<file path="config.mk">
export PLATFORM = sky130hd
export DESIGN_NAME = hlc_link_controller
export DESIGN_NICKNAME = d
export VERILOG_FILES = /design/src/common/hlc_pkg.sv /design/src/rtl/hlc_link_controller.sv
export SDC_FILE = /design/constraint.sdc
export NUM_CORES = 2
export LEC_CHECK = 0
export BUFFER_PORTS_ARGS = -buffer_cell sky130_fd_sc_hd__buf_4
export CAP_MARGIN = 30
export CORE_MARGIN = 1.5
export CORE_UTILIZATION = 40
export DETAILED_ROUTE_END_ITERATION = 10
export PLACE_DENSITY = 0.51
export SETUP_SLACK_MARGIN = 0.15
export SLEW_MARGIN = 5
export SYNTH_ARGS = -nofsm -noshare
export SYNTH_HDL_FRONTEND = slang
export SYNTH_SLANG_ARGS = --single-unit
export TNS_END_PERCENT = 5
</file>
<file path="constraint.sdc">
create_clock -name clk_sys_i -period 12.1 [get_ports clk_sys_i]
set_clock_uncertainty 0.15 [all_clocks]
set_input_delay 1.815 -clock clk_sys_i [delete_from_list [all_inputs] [get_ports clk_sys_i]]
set_output_delay 1.815 -clock clk_sys_i [all_outputs]
set_load 0.02 [all_outputs]
</file>
<file path="src/common/hlc_pkg.sv">
package hlc_pkg;

  // ----------------------------------------------------------------
  // Register map
  // ----------------------------------------------------------------
  localparam int ADDR_W = 5;
  localparam logic [4:0] OFS_ADDR_ONE = 5'h10;
  localparam logic [4:0] OFS_ADDR_TWO = 5'h11;
  localparam logic [4:0] OFS_CTRL_ONE = 5'h13;
  localparam logic [4:0] OFS_TAG_STAT = 5'h14;
  localparam logic [4:0] OFS_FIFO = 5'h16;
  localparam logic [4:0] OFS_SOFT_RST = 5'h1B;
  localparam logic [7:0] REG_RESET = 8'h00;

  // ----------------------------------------------------------------
  // Field positions
  // ----------------------------------------------------------------
  localparam int C1_ADDR_REC = 7;
  localparam int C1_RX_EN = 6;
  localparam int C1_TX_EN = 5;
  localparam int C1_EOP = 4;
  localparam int C1_FA = 3;
  localparam int C1_FLAG_IDLE = 2;
  localparam int C1_LOOP_TX_RX = 1;
  localparam int C1_LOOP_RX_TX = 0;
  localparam int C14_FCS_INHIBIT = 3;
  localparam int C14_THR_MSB = 2;
  localparam int SRST_BIT = 0;
  localparam int ADDR_EN_BIT = 0;

  // ----------------------------------------------------------------
  // Line patterns, sizes and counts
  // ----------------------------------------------------------------
  localparam logic [7:0] FLAG_PAT = 8'h7E;
  localparam logic [7:0] ABORT_PAT = 8'hFE;
  localparam logic [6:0] ALL_CALL = 7'h7F;
  localparam logic [15:0] CRC_POLY = 16'h1021;
  localparam logic [15:0] CRC_INIT = 16'hFFFF;
  localparam logic [15:0] CRC_RESIDUE = 16'hF0B8;
  localparam int FIFO_DEPTH = 128;
  localparam int FIFO_LVL_W = 8;
  localparam logic [7:0] THR_STEP = 8'h10;
  localparam logic [5:0] MIN_BITS = 6'h19;
  localparam logic [5:0] GOOD_BITS = 6'h20;
  localparam logic [5:0] ABORT_MIN_BITS = 6'h1A;
  localparam logic [3:0] IDLE_ONES = 4'hF;
  localparam logic [3:0] RX_STUFF_ONES = 4'h5;
  localparam logic [3:0] RX_FLAG_ONES = 4'h6;
  localparam logic [2:0] TX_STUFF_ONES = 3'h5;

  // ----------------------------------------------------------------
  // Types
  // ----------------------------------------------------------------
  typedef struct packed {
    logic eop;
    logic fa;
    logic [7:0] data;
  } hlc_tx_word_t;

  typedef struct packed {
    logic upper;
    logic lower;
    logic [7:0] data;
  } hlc_rx_word_t;

  typedef enum logic [5:0] {
    TX_IDLE = 6'h01,
    TX_FLAG = 6'h02,
    TX_DATA = 6'h04,
    TX_FCS = 6'h08,
    TX_CLOSE = 6'h10,
    TX_ABORT = 6'h20
  } hlc_tx_state_t;

endpackage

</file>
<file path="src/rtl/hlc_link_controller.sv">
`timescale 1ns/1ps

// ------------------------------------------------------------------
// Byte FIFO
// ------------------------------------------------------------------
module hlc_fifo #(
  parameter int WIDTH = 10,
  parameter int DEPTH = 128
) (
  // Clock and reset
  input wire logic clk_sys_i,
  input wire logic rst_i,
  input wire logic clear_i,
  // Filling side
  input wire logic in_valid_i,
  output logic in_ready_o,
  input wire logic [WIDTH-1:0] in_data_i,
  // Draining side
  output logic out_valid_o,
  input wire logic out_ready_i,
  output logic [WIDTH-1:0] out_data_o,
  // Fill level
  output logic [$clog2(DEPTH):0] level_o
);
  localparam int AW = $clog2(DEPTH);
  typedef struct packed {
    logic [AW:0] wp;
    logic [AW:0] rp;
  } hlc_fifo_st_t;

  hlc_fifo_st_t s_reg;
  hlc_fifo_st_t s_next;
  logic [WIDTH-1:0] mem [DEPTH];

  assign level_o = s_reg.wp - s_reg.rp;
  assign in_ready_o = (level_o != (AW+1)'(DEPTH));
  assign out_valid_o = (s_reg.wp != s_reg.rp);
  assign out_data_o = mem[s_reg.rp[AW-1:0]];

  always_comb
  begin
    s_next = s_reg;
    if (in_valid_i && in_ready_o)
    begin
      s_next.wp = s_reg.wp + 1'b1;
    end
    if (out_valid_o && out_ready_i)
    begin
      s_next.rp = s_reg.rp + 1'b1;
    end
    if (clear_i)
    begin
      s_next = '0;
    end
  end

  always_ff @(posedge clk_sys_i)
  begin
    if (rst_i)
    begin
      s_reg <= '0;
    end
    else
    begin
      s_reg <= s_next;
    end
    if (in_valid_i && in_ready_o)
    begin
      mem[s_reg.wp[AW-1:0]] <= in_data_i;
    end
  end
endmodule

// ------------------------------------------------------------------
// Packet link controller
// ------------------------------------------------------------------
// Summary of operation
// On the national-bit link, run at the 4 to 20 kbit/s rate given by strobes.
// Own select bit in master control; when zero all controller events are masked.
// In signalling mode, alarm status stays visible and alarm transmit forces ones.
// 128-byte FIFOs; thresholds programmable 16 to 128 bytes in steps of 16.
// Frames open and close with 01111110; receiver hunts flags bit by bit.
// Receiver recognises single, dual and all-call addresses when enabled.
// Transmit complemented 16-bit FCS MSB first unless FCS insertion is inhibited.
// Receiver checks residue F0B8; mismatch tags the last byte as bad.
// Insert a zero after five ones in frames; receiver deletes it.
// Frames under 25 bits are dropped with nothing written.
// Frames of 25 to 31 bits are written with the last byte tagged bad.
// Good frames of 32 or more bits store data bytes, FCS discarded.
// Transmit abort is a zero then seven ones in place of the packet.
// Seven ones inside a packet of at least 26 bits abort and mark it bad.
// Fifteen or more consecutive ones is the idle state and is detected.
// Detect go-ahead 011111110, distinct from an in-packet abort; here an in-packet abort then a zero also raises go_ahead_o.
// Idle sends flags or ones; leave idle once a byte is in the FIFO.
// With FIFO empty after a packet send flags or ones per idle fill.
// Hard or soft reset clears control registers, disabling both directions.
// Independent transmit and receive enables and rates, both loopbacks.
// Each receive byte carries two tag bits readable at 14H.
// Transmit bytes carry end-of-packet and abort tags that are obeyed.
// After enabling idle sends ones; idle fill bit one selects flags.
// Tags: 11 last bad, 01 bad, 10 last good, 00 packet byte.
// An abort-tagged byte is replaced by an abort, then idle resumes.
// FIFO empty before an end or abort tag causes an abort.
// Data goes out LSB first, the FCS MSB first.
module hlc_link_controller (
  // Clock and reset
  input wire logic clk_sys_i,
  input wire logic rst_i,
  // Microprocessor port
  input wire logic [hlc_pkg::ADDR_W-1:0] cpu_addr_i,
  input wire logic [7:0] cpu_wdata_i,
  input wire logic cpu_wr_i,
  input wire logic cpu_rd_i,
  output logic [7:0] cpu_rdata_o,
  output logic tx_fifo_ready_o,
  // Line side bit strobes and data
  input wire logic tx_bit_en_i,
  output logic tx_data_o,
  input wire logic rx_bit_en_i,
  input wire logic rx_data_i,
  // Master control and timeslot 16 signalling
  input wire logic ctrl_selected_i,
  input wire logic common_channel_signalling_mode_i,
  input wire logic ts16_alarm_transmit_i,
  input wire logic ts16_alarm_status_i,
  // Events and line state
  output logic rx_eop_o,
  output logic go_ahead_o,
  output logic idle_o
);
  typedef struct packed {
    logic [7:0] ctrl1;
    logic [7:0] ctl14;
    logic [7:0] addr1;
    logic [7:0] addr2;
    logic [7:0] rdata;
    hlc_pkg::hlc_tx_state_t tx_state;
    logic [15:0] tx_sh;
    logic [3:0] tx_cnt;
    logic [2:0] tx_ones;
    logic [15:0] tx_crc;
    logic tx_eop;
    logic tx_line;
    logic rx_frame;
    logic [3:0] rx_ones;
    logic [6:0] rx_dly;
    logic [2:0] rx_dcnt;
    logic [5:0] rx_bits;
    logic [15:0] rx_crc;
    logic [7:0] rx_asm;
    logic [2:0] rx_acnt;
    logic [2:0][7:0] rx_hold;
    logic [1:0] rx_hcnt;
    logic [1:0] rx_nbytes;
    logic rx_idle;
    logic ev_eop;
    logic ev_ga;
  } hlc_state_t;

  hlc_state_t s_reg;
  hlc_state_t s_next;

  hlc_pkg::hlc_tx_word_t txq_in;
  hlc_pkg::hlc_tx_word_t txq_out;
  hlc_pkg::hlc_rx_word_t rxq_in;
  hlc_pkg::hlc_rx_word_t rxq_out;
  logic txq_push;
  logic txq_pop;
  logic txq_valid;
  logic rxq_push;
  logic rxq_ready;
  logic rxq_pop;
  logic rxq_valid;
  logic fifo_clear;
  logic [hlc_pkg::FIFO_LVL_W-1:0] txq_level;
  logic [hlc_pkg::FIFO_LVL_W-1:0] rxq_level;

  function automatic logic [15:0] crc_step(input logic [15:0] crc, input logic b);
    crc_step = {crc[14:0], 1'b0} ^ ((crc[15] ^ b) ? hlc_pkg::CRC_POLY : 16'h0000);
  endfunction

  function automatic logic [15:0] rev16(input logic [15:0] v);
    for (int i = 0; i < 16; i++)
    begin
      rev16[i] = v[15-i];
    end
  endfunction

  function automatic logic addr_ok(input logic [7:0] a, input logic [7:0] b);
    addr_ok = !a[hlc_pkg::ADDR_EN_BIT] || (b[7:1] == a[7:1]) || (b[7:1] == hlc_pkg::ALL_CALL);
  endfunction

  // ----------------------------------------------------------------
  // FIFOs
  // ----------------------------------------------------------------
  hlc_fifo #(.WIDTH(10), .DEPTH(hlc_pkg::FIFO_DEPTH)) u_tx_fifo (
    .clk_sys_i(clk_sys_i),
    .rst_i(rst_i),
    .clear_i(fifo_clear),
    .in_valid_i(txq_push),
    .in_ready_o(tx_fifo_ready_o),
    .in_data_i(txq_in),
    .out_valid_o(txq_valid),
    .out_ready_i(txq_pop),
    .out_data_o(txq_out),
    .level_o(txq_level)
  );

  hlc_fifo #(.WIDTH(10), .DEPTH(hlc_pkg::FIFO_DEPTH)) u_rx_fifo (
    .clk_sys_i(clk_sys_i),
    .rst_i(rst_i),
    .clear_i(fifo_clear),
    .in_valid_i(rxq_push),
    .in_ready_o(rxq_ready),
    .in_data_i(rxq_in),
    .out_valid_o(rxq_valid),
    .out_ready_i(rxq_pop),
    .out_data_o(rxq_out),
    .level_o(rxq_level)
  );

  // ----------------------------------------------------------------
  // Next state
  // ----------------------------------------------------------------
  always_comb
  begin
    logic [7:0] thr;
    logic tx_stb;
    logic rx_stb;
    logic rbit;
    logic tbit;
    logic go;
    logic load;
    logic new_pkt;
    logic [3:0] ones;
    logic cb;
    logic bad;
    s_next = s_reg;
    s_next.ev_eop = 1'b0;
    s_next.ev_ga = 1'b0;
    txq_push = 1'b0;
    txq_pop = 1'b0;
    txq_in = '{eop: s_reg.ctrl1[hlc_pkg::C1_EOP], fa: s_reg.ctrl1[hlc_pkg::C1_FA],
               data: cpu_wdata_i};
    rxq_push = 1'b0;
    rxq_in = '0;
    rxq_pop = 1'b0;
    fifo_clear = 1'b0;
    load = 1'b0;
    new_pkt = 1'b0;
    tbit = 1'b0;
    cb = 1'b0;
    bad = 1'b0;
    ones = 4'h0;
    // Threshold is (n + 1) * 16, so codes 0 to 7 span 16 to 128 bytes.
    thr = 8'({5'h00, s_reg.ctl14[hlc_pkg::C14_THR_MSB:0]} + 8'h01) * hlc_pkg::THR_STEP;

    // Microprocessor writes.
    if (cpu_wr_i)
    begin
      unique case (cpu_addr_i)
        hlc_pkg::OFS_CTRL_ONE: s_next.ctrl1 = cpu_wdata_i;
        hlc_pkg::OFS_TAG_STAT: s_next.ctl14 = cpu_wdata_i;
        hlc_pkg::OFS_ADDR_ONE: s_next.addr1 = cpu_wdata_i;
        hlc_pkg::OFS_ADDR_TWO: s_next.addr2 = cpu_wdata_i;
        hlc_pkg::OFS_FIFO:
        begin
          txq_push = 1'b1;
          if (tx_fifo_ready_o)
          begin
            s_next.ctrl1[hlc_pkg::C1_EOP] = 1'b0;
            s_next.ctrl1[hlc_pkg::C1_FA] = 1'b0;
          end
        end
        default: ;
      endcase
    end

    // Microprocessor reads; the FIFO read pops the byte whose tags are shown at 14H.
    if (cpu_rd_i)
    begin
      unique case (cpu_addr_i)
        hlc_pkg::OFS_CTRL_ONE: s_next.rdata = s_reg.ctrl1;
        hlc_pkg::OFS_ADDR_ONE: s_next.rdata = s_reg.addr1;
        hlc_pkg::OFS_ADDR_TWO: s_next.rdata = s_reg.addr2;
        hlc_pkg::OFS_TAG_STAT: s_next.rdata = {rxq_out.upper, rxq_out.lower,
          !rxq_valid, (8'(rxq_level) >= thr), !tx_fifo_ready_o,
          (8'(txq_level) <= thr), s_reg.rx_idle, ts16_alarm_status_i};
        hlc_pkg::OFS_FIFO:
        begin
          s_next.rdata = rxq_out.data;
          rxq_pop = 1'b1;
        end
        default: s_next.rdata = 8'h00;
      endcase
    end

    // ----------------------------------------------------------------
    // Transmitter
    // ----------------------------------------------------------------
    // A packet in flight is finished even after the enable drops.
    tx_stb = tx_bit_en_i && (s_reg.ctrl1[hlc_pkg::C1_TX_EN] ||
             (s_reg.tx_state != hlc_pkg::TX_IDLE));
    go = s_reg.ctrl1[hlc_pkg::C1_TX_EN] && txq_valid;
    if (tx_stb)
    begin
      if (((s_reg.tx_state == hlc_pkg::TX_DATA) || (s_reg.tx_state == hlc_pkg::TX_FCS) ||
           ((s_reg.tx_state == hlc_pkg::TX_CLOSE) && (s_reg.tx_cnt == 4'h0))) &&
          (s_reg.tx_ones == hlc_pkg::TX_STUFF_ONES))
      begin
        s_next.tx_line = 1'b0;
        s_next.tx_ones = 3'h0;
      end
      else
      begin
        s_next.tx_cnt = s_reg.tx_cnt + 4'h1;
        unique case (s_reg.tx_state)
          hlc_pkg::TX_IDLE:
          begin
            if (s_reg.ctrl1[hlc_pkg::C1_FLAG_IDLE])
            begin
              s_next.tx_line = hlc_pkg::FLAG_PAT[s_reg.tx_cnt[2:0]];
              s_next.tx_cnt = {1'b0, s_reg.tx_cnt[2:0] + 3'h1};
              if ((s_reg.tx_cnt[2:0] == 3'h7) && go)
              begin
                load = 1'b1;
                new_pkt = 1'b1;
              end
            end
            else
            begin
              s_next.tx_line = 1'b1;
              s_next.tx_cnt = 4'h0;
              if (go)
              begin
                s_next.tx_state = hlc_pkg::TX_FLAG;
              end
            end
          end
          hlc_pkg::TX_FLAG:
          begin
            s_next.tx_line = hlc_pkg::FLAG_PAT[s_reg.tx_cnt[2:0]];
            if (s_reg.tx_cnt[2:0] == 3'h7)
            begin
              load = 1'b1;
              new_pkt = 1'b1;
            end
          end
          hlc_pkg::TX_DATA:
          begin
            tbit = s_reg.tx_sh[0];
            s_next.tx_line = tbit;
            s_next.tx_sh = {1'b0, s_reg.tx_sh[15:1]};
            s_next.tx_crc = crc_step(s_reg.tx_crc, tbit);
            s_next.tx_ones = tbit ? s_reg.tx_ones + 3'h1 : 3'h0;
            if (s_reg.tx_cnt[2:0] == 3'h7)
            begin
              s_next.tx_cnt = 4'h0;
              if (!s_reg.tx_eop)
              begin
                load = 1'b1;
              end
              else if (s_reg.ctl14[hlc_pkg::C14_FCS_INHIBIT])
              begin
                s_next.tx_state = hlc_pkg::TX_CLOSE;
              end
              else
              begin
                s_next.tx_state = hlc_pkg::TX_FCS;
                s_next.tx_sh = ~s_next.tx_crc;
              end
            end
          end
          hlc_pkg::TX_FCS:
          begin
            tbit = s_reg.tx_sh[15];
            s_next.tx_line = tbit;
            s_next.tx_sh = {s_reg.tx_sh[14:0], 1'b0};
            s_next.tx_ones = tbit ? s_reg.tx_ones + 3'h1 : 3'h0;
            if (s_reg.tx_cnt == 4'hF)
            begin
              s_next.tx_state = hlc_pkg::TX_CLOSE;
            end
          end
          hlc_pkg::TX_CLOSE:
          begin
            s_next.tx_line = hlc_pkg::FLAG_PAT[s_reg.tx_cnt[2:0]];
            s_next.tx_ones = 3'h0;
            if (s_reg.tx_cnt[2:0] == 3'h7)
            begin
              s_next.tx_cnt = 4'h0;
              s_next.tx_state = hlc_pkg::TX_IDLE;
              if (go)
              begin
                load = 1'b1;
                new_pkt = 1'b1;
              end
            end
          end
          hlc_pkg::TX_ABORT:
          begin
            s_next.tx_line = hlc_pkg::ABORT_PAT[s_reg.tx_cnt[2:0]];
            s_next.tx_ones = 3'h0;
            if (s_reg.tx_cnt[2:0] == 3'h7)
            begin
              s_next.tx_cnt = 4'h0;
              s_next.tx_state = hlc_pkg::TX_IDLE;
            end
          end
          default:
          begin
            s_next.tx_state = hlc_pkg::TX_IDLE;
          end
        endcase
      end
    end
    if (load)
    begin
      s_next.tx_cnt = 4'h0;
      s_next.tx_ones = new_pkt ? 3'h0 : s_next.tx_ones;
      s_next.tx_crc = new_pkt ? hlc_pkg::CRC_INIT : s_next.tx_crc;
      txq_pop = txq_valid;
      if (!txq_valid || txq_out.fa)
      begin
        s_next.tx_state = hlc_pkg::TX_ABORT; // see R25
      end
      else
      begin
        s_next.tx_state = hlc_pkg::TX_DATA;
        s_next.tx_sh = {8'h00, txq_out.data};
        s_next.tx_eop = txq_out.eop;
      end
    end

    // ----------------------------------------------------------------
    // Receiver
    // ----------------------------------------------------------------
    rx_stb = s_reg.ctrl1[hlc_pkg::C1_RX_EN] &&
             (s_reg.ctrl1[hlc_pkg::C1_LOOP_TX_RX] ? tx_bit_en_i : rx_bit_en_i);
    rbit = s_reg.ctrl1[hlc_pkg::C1_LOOP_TX_RX] ? s_reg.tx_line : rx_data_i;
    if (rx_stb)
    begin
      ones = rbit ? ((s_reg.rx_ones == 4'hF) ? 4'hF : s_reg.rx_ones + 4'h1) : 4'h0;
      s_next.rx_ones = ones;
      s_next.rx_idle = (ones >= hlc_pkg::IDLE_ONES);
      if (!rbit && (s_reg.rx_ones == hlc_pkg::RX_FLAG_ONES))
      begin
        // Closing flag: the delay line holds flag bits only, so it is dropped.
        if (s_reg.rx_frame && (s_reg.rx_bits >= hlc_pkg::MIN_BITS) && (s_reg.rx_hcnt != 2'h0))
        begin
          bad = (s_reg.rx_bits < hlc_pkg::GOOD_BITS) || (s_reg.rx_bits[2:0] != 3'h0) ||
                (rev16(s_reg.rx_crc) != hlc_pkg::CRC_RESIDUE);
          rxq_push = 1'b1;
          rxq_in = '{upper: 1'b1, lower: bad, data: s_reg.rx_hold[0]}; // see R12
          s_next.ev_eop = 1'b1;
        end
        s_next.rx_frame = 1'b1; // see R5
        s_next.rx_dcnt = 3'h0;
        s_next.rx_bits = 6'h00;
        s_next.rx_crc = hlc_pkg::CRC_INIT;
        s_next.rx_acnt = 3'h0;
        s_next.rx_hcnt = 2'h0;
        s_next.rx_nbytes = 2'h0;
      end
      else if (!rbit && (s_reg.rx_ones == 4'h7))
      begin
        s_next.ev_ga = !s_reg.rx_frame;
        s_next.rx_frame = 1'b0;
      end
      else if (rbit && (s_reg.rx_ones == hlc_pkg::RX_FLAG_ONES))
      begin
        if (s_reg.rx_frame && (s_reg.rx_bits >= hlc_pkg::ABORT_MIN_BITS) &&
            (s_reg.rx_hcnt != 2'h0))
        begin
          rxq_push = 1'b1;
          rxq_in = '{upper: 1'b1, lower: 1'b1, data: s_reg.rx_hold[0]};
          s_next.ev_eop = 1'b1;
        end
        s_next.rx_frame = 1'b0;
      end
      else if (s_reg.rx_frame && !(!rbit && (s_reg.rx_ones == hlc_pkg::RX_STUFF_ONES)))
      begin
        // Seven bits of delay keep a closing flag out of the data path.
        s_next.rx_dly = {rbit, s_reg.rx_dly[6:1]};
        if (s_reg.rx_dcnt == 3'h7)
        begin
          cb = s_reg.rx_dly[0];
          s_next.rx_crc = crc_step(s_reg.rx_crc, cb);
          s_next.rx_bits = (s_reg.rx_bits[5:3] == 3'h7) ?
            {3'h7, s_reg.rx_bits[2:0] + 3'h1} : s_reg.rx_bits + 6'h01;
          s_next.rx_asm = {cb, s_reg.rx_asm[7:1]};
          s_next.rx_acnt = s_reg.rx_acnt + 3'h1;
          if (s_reg.rx_acnt == 3'h7)
          begin
            s_next.rx_nbytes = (s_reg.rx_nbytes == 2'h3) ? 2'h3 : s_reg.rx_nbytes + 2'h1;
            if (s_reg.ctrl1[hlc_pkg::C1_ADDR_REC] &&
                (((s_reg.rx_nbytes == 2'h0) && !addr_ok(s_reg.addr1, s_next.rx_asm)) ||
                 ((s_reg.rx_nbytes == 2'h1) && !addr_ok(s_reg.addr2, s_next.rx_asm))))
            begin
              s_next.rx_frame = 1'b0;
            end
            else if (s_reg.rx_hcnt == 2'h3)
            begin
              // The two newest bytes may be the FCS, so they stay held.
              rxq_push = 1'b1;
              rxq_in = '{upper: 1'b0, lower: 1'b0, data: s_reg.rx_hold[0]};
              s_next.rx_hold = {s_next.rx_asm, s_reg.rx_hold[2:1]};
            end
            else
            begin
              s_next.rx_hold[s_reg.rx_hcnt] = s_next.rx_asm;
              s_next.rx_hcnt = s_reg.rx_hcnt + 2'h1;
            end
          end
        end
        else
        begin
          s_next.rx_dcnt = s_reg.rx_dcnt + 3'h1;
        end
      end
      // On overflow the rest of the packet is dropped until the next flag.
      if (rxq_push && !rxq_ready)
      begin
        s_next.rx_frame = 1'b0;
        s_next.ev_eop = 1'b0;
      end
    end

    // Soft reset clears every control register and flushes the datapath.
    if (cpu_wr_i && (cpu_addr_i == hlc_pkg::OFS_SOFT_RST) && cpu_wdata_i[hlc_pkg::SRST_BIT])
    begin
      s_next = '0;
      s_next.tx_state = hlc_pkg::TX_IDLE;
      s_next.tx_line = 1'b1;
      fifo_clear = 1'b1;
    end
  end

  always_ff @(posedge clk_sys_i)
  begin
    if (rst_i)
    begin
      s_reg <= '0;
      s_reg.ctrl1 <= hlc_pkg::REG_RESET;
      s_reg.tx_state <= hlc_pkg::TX_IDLE;
      s_reg.tx_line <= 1'b1;
    end
    else
    begin
      s_reg <= s_next;
    end
  end

  // ----------------------------------------------------------------
  // Outputs
  // ----------------------------------------------------------------
  // Alarm transmit outranks the packet stream only in signalling mode.
  assign tx_data_o = (common_channel_signalling_mode_i && ts16_alarm_transmit_i) ? 1'b1 :
                     (s_reg.ctrl1[hlc_pkg::C1_LOOP_RX_TX] ? rx_data_i : s_reg.tx_line);
  assign cpu_rdata_o = s_reg.rdata;
  assign rx_eop_o = s_reg.ev_eop && ctrl_selected_i;
  assign go_ahead_o = s_reg.ev_ga && ctrl_selected_i;
  assign idle_o = s_reg.rx_idle;
endmodule

</file>
==> reports/qor.txt <==
======================================================================================
Gate count of the mapped netlist                                                  5791
Sw power                                                                       3.82 mW
Share of total power in the clock network                                        46.1%
Actual slew at the worst max-slew pin                                          1030 ps
Hold slack final                                                                312 ps
Leak Pwr                                                                       34.4 nW
Routed len/inst                                                           29.5 microns
Count of state elements after synthesis                                           2769
Number of max-slew violations in the final report                                    0
Peak clock frequency supported by timing                                     0.171 GHz
Highest metal layer with signal wires                                             met4
Switching power as a share of total power                                        19.6%
Req. time, crit path                                                          10140 ps
Count of cells along the worst hold path                                             2
First-pass DRT Iterations                                                            5
Number of hold buffers added after CTS                                               0
Number of levels in the clock H-tree                                                 5
Max Cap Violations                                                                   0
Row count                                                                          192
CTS Buf Count                                                                      300
Global-route congestion overflow total                                               0
Cell family with the largest share of critical-path delay                   flip-flops
Crit. End Element                                                         primary output
Outcome                                                                   complete, no violations
Share of synthesized registers carrying an async set or reset                       0%
Final routed DRC violation total                                                     0
EDFF count, synth                                                                 2560
Ratio of total power to cell area                                          156 nW/um^2
Clock slew at the register clock pins of the worst setup and hold paths          60 ps
Summed instance area of the synthesized netlist                           110000 sq um
Half-perimeter wire length of the detailed placement result               176000 microns
Filler cells                                                                     23241
Antenna violation net count after detailed routing                                   0
Net count of the mapped netlist                                                   5862
Y dimension of the die                                                     527 microns
Final worst-path cycle share                                                     48.4%
Effective utilization at floorplan                                               40.2%
Root buffer cell                                                             clkbuf_16
Final layout net count                                                            6086
Largest stage delay on the critical path                                        840 ps
Sequential-to-total area share from yosys stat                                   73.8%
Worst setup path class                                                    register to primary output
Total Wirelength                                                          290000 microns
Sort of element at the start of the critical path                             register
Final estimated routing congestion in global placement                           0.827
Cells along the critical path                                             ha_1, o21a_1, o41ai_2, mux2i_1, and2_1, inv_1, buf_4
Combinational group share of total power                                          0.6%
CTS tree                                                                          done
Hold Crit Class                                                           register to register
Dominant synthesized flop cell                                                edfxtp_1
Clock period minus final worst setup slack                                     5860 ps
Number of warnings printed during yosys synthesis                                    0
VDD IR-drop max                                                                 107 uV
Num ports                                                                           37
Cell with the largest stage delay on the worst path                            dfxtp_1
Wire length the detailed router placed on met1                            135000 microns
Number of DRC markers after the initial detailed-route iteration                  6175
Sequential cell fraction of total power                                          53.3%
Biggest fanout along the worst timing path                                          11
Total via count after detailed routing                                           56572
Largest net degree at the start of global routing                                  129
Number of library cell types mapped by synthesis                                    83
Floorplan Core Area                                                       273000 sq um
Power Total                                                                    19.4 mW
Syn_area_per_cell                                                           19.0 sq um
Proportion of layout cells with a drive suffix above 1                           23.4%
Vias per cell                                                                     5.75
Number of global-route vias before repair                                        55983
Setup Total Neg Slack                                                             0 ps
Reg2Reg Depth                                                                       10
Total global routing track utilization                                           20.6%
First-pass GRT wire length                                                415000 microns
Later-pin clock latency in the skew report                                      860 ps
Antenna violations before repair                                                    13
Count of buffering cells on the critical path with inverters included                2
Hold violation count in the final report                                             0
RSZ-0062 raised after global routing                                             false
Area overhead of the layout relative to synthesis                                13.5%
Number of I/O port buffers                                                          36
Internal power                                                                 15.6 mW
Number of sinks driven by the clock tree                                          2769
Crit path depth                                                                      7
Width of the die                                                           527 microns
Normalized max-slew margin                                                       31.2%
Clock tree buffer depth                                                              4
Critical Path AT                                                               3900 ps
Number of post-CTS setup repair buffers                                              0
Sum of met2 wire segment lengths after detailed routing                   132000 microns
Die ar.                                                                   278000 sq um
Total met3 wirelength after detailed routing                              18600 microns
Count of cells resized by post-cts repair                                            0
Final setup violation count                                                          0
======================================================================================
path summary, 6_finish.rpt:
kind / startpoint / to / slack [ps]
min: s_reg[69] / s_reg[69] / 310
max: u_tx_fifo.s_reg[11] / tx_fifo_ready_o / 6240
min reg2reg: s_reg[69] / s_reg[69] / 310
max reg2reg: register / s_reg[114] / 6750
layout make-up:
cell class | count | area, sq um | share of cell area (%)
flip-flops and latches | 2769 | 81100 | 65.1
multi-input cells | 2625 | 27000 | 21.7
clock buffers | 375 | 8010 | 6.43
well taps | 3589 | 4490 | 3.60
repair buffers | 272 | 2350 | 1.89
clock inverters | 153 | 1470 | 1.18
inverters | 47 | 179 | 0.144
diodes | 4 | 10.0 | 0.00803
layout by cell type, fill, tap and decap left out, types with 16 or more instances in the layout:
cell type / synthesis / final
clkinv_1: 0 / 51
nor2b_1: 52 / 50
clkbuf_16: 0 / 310
a21oi_1: 177 / 176
ha_1: 47 / 47
o31ai_1: 19 / 19
nand2_1: 194 / 194
nor2_1: 500 / 499
xnor2_1: 42 / 42
buf_4: 42 / 238
mux2_2: 46 / 46
o211ai_1: 28 / 28
a22oi_1: 92 / 92
nand2b_1: 16 / 16
nand4_1: 37 / 37
mux4_2: 666 / 666
o21ai_0: 81 / 79
clkbuf_1: 151 / 64
xor2_1: 16 / 16
edfxtp_1: 2560 / 2560
nand3_1: 97 / 97
clkinv_2: 0 / 53
inv_1: 47 / 46
mux2i_1: 146 / 146
dfxtp_1: 209 / 194
bufinv_16: 0 / 26
o22ai_1: 30 / 30
a211oi_1: 57 / 57
nor3_1: 55 / 54
cell families (layout without fill, tap and decap cells):
group                      after synthesis  count (layout)  synth area share [%]
xor gates and xnor gates                58              58                 0.463
muxes                                  858             858                  15.5
DFF                                   2769            2769                  73.8
buffers and inverters                  397             847                  1.69
other                                    0               4                     0
and+or+nand+nor                       1059            1059                  4.41
adders and majority gates               47              47                 0.536
AOI/OAI and AO/OA                      603             603                  3.60
synth_stat cells, drive strengths merged, types with 8 or more instances:
cell type,count,share of area (%)
edfxtp,2560,70
mux4,666,14
nor2,501,1.7
dfxtp,209,3.8
buf,197,1.0
nand2,194,0.66
a21oi,177,0.81
clkbuf,153,0.53
mux2i,146,1.3
nand3,97,0.44
a22oi,92,0.63
o21ai,87,0.40
nor3,62,0.32
a211oi,59,0.41
nor2b,52,0.30
ha,47,0.54
inv,47,0.16
mux2,46,0.47
xnor2,42,0.34
nand4,37,0.21
o22ai,30,0.17
o211ai,28,0.19
o31ai,19,0.13
and2,18,0.10
a31oi,16,0.091
nand2b,16,0.091
xor2,16,0.13
a221oi,15,0.12
or3,12,0.068
nor4,11,0.082
o21a,11,0.075
o221ai,11,0.088
nand3b,9,0.062
o22a,9,0.072
or2,9,0.051
and3,8,0.046
or4,8,0.055
power by group through the flow:
| stage | clock, mW | sequential, mW | combinational [mW] |
|---|---|---|---|
| floorplan | 0 | 10.6 | 0.0219 |
| global route | 9.51 | 10.4 | 0.125 |
| finish | 8.97 | 10.4 | 0.115 |
| detailed placement | 0 | 10.6 | 0.118 |
| global placement | 0 | 10.6 | 0.113 |
| CTS | 9.17 | 10.4 | 0.118 |
worst register-to-register path, cell delays in order (launching register included):
cell and delay (ps):
dfxtp_4 910, buf_12 520, buf_4 790, mux4_2 620, a22o_1 240, a211oi_1 630, nor4_1 240, and3b_1 270
buf_4 270, nand2b_1 480, nor3_2 100
layer usage:
layer | GRT usage [%] | up-vias
met1 | 31.5 | 30376
met4 | 4.12 | 0
met2 | 31.1 | 1815
li1 | - | 24032
met3 | 3.53 | 349
met5 | 0 | -
metrics by stage:
stage,utilization [%],worst slack (ps),instances,instance area (sq um)
3_3_place_gp,41.7,5460,9166,114000
6_report,45.6,6240,9834,125000
2_1_floorplan,-,5010,5791,110000
3_5_place_dp,41.8,5550,9207,114000
4_1_cts,45.3,6150,9735,124000
5_1_grt,45.6,6010,9832,125000
Power figures use the tool's default switching activity.
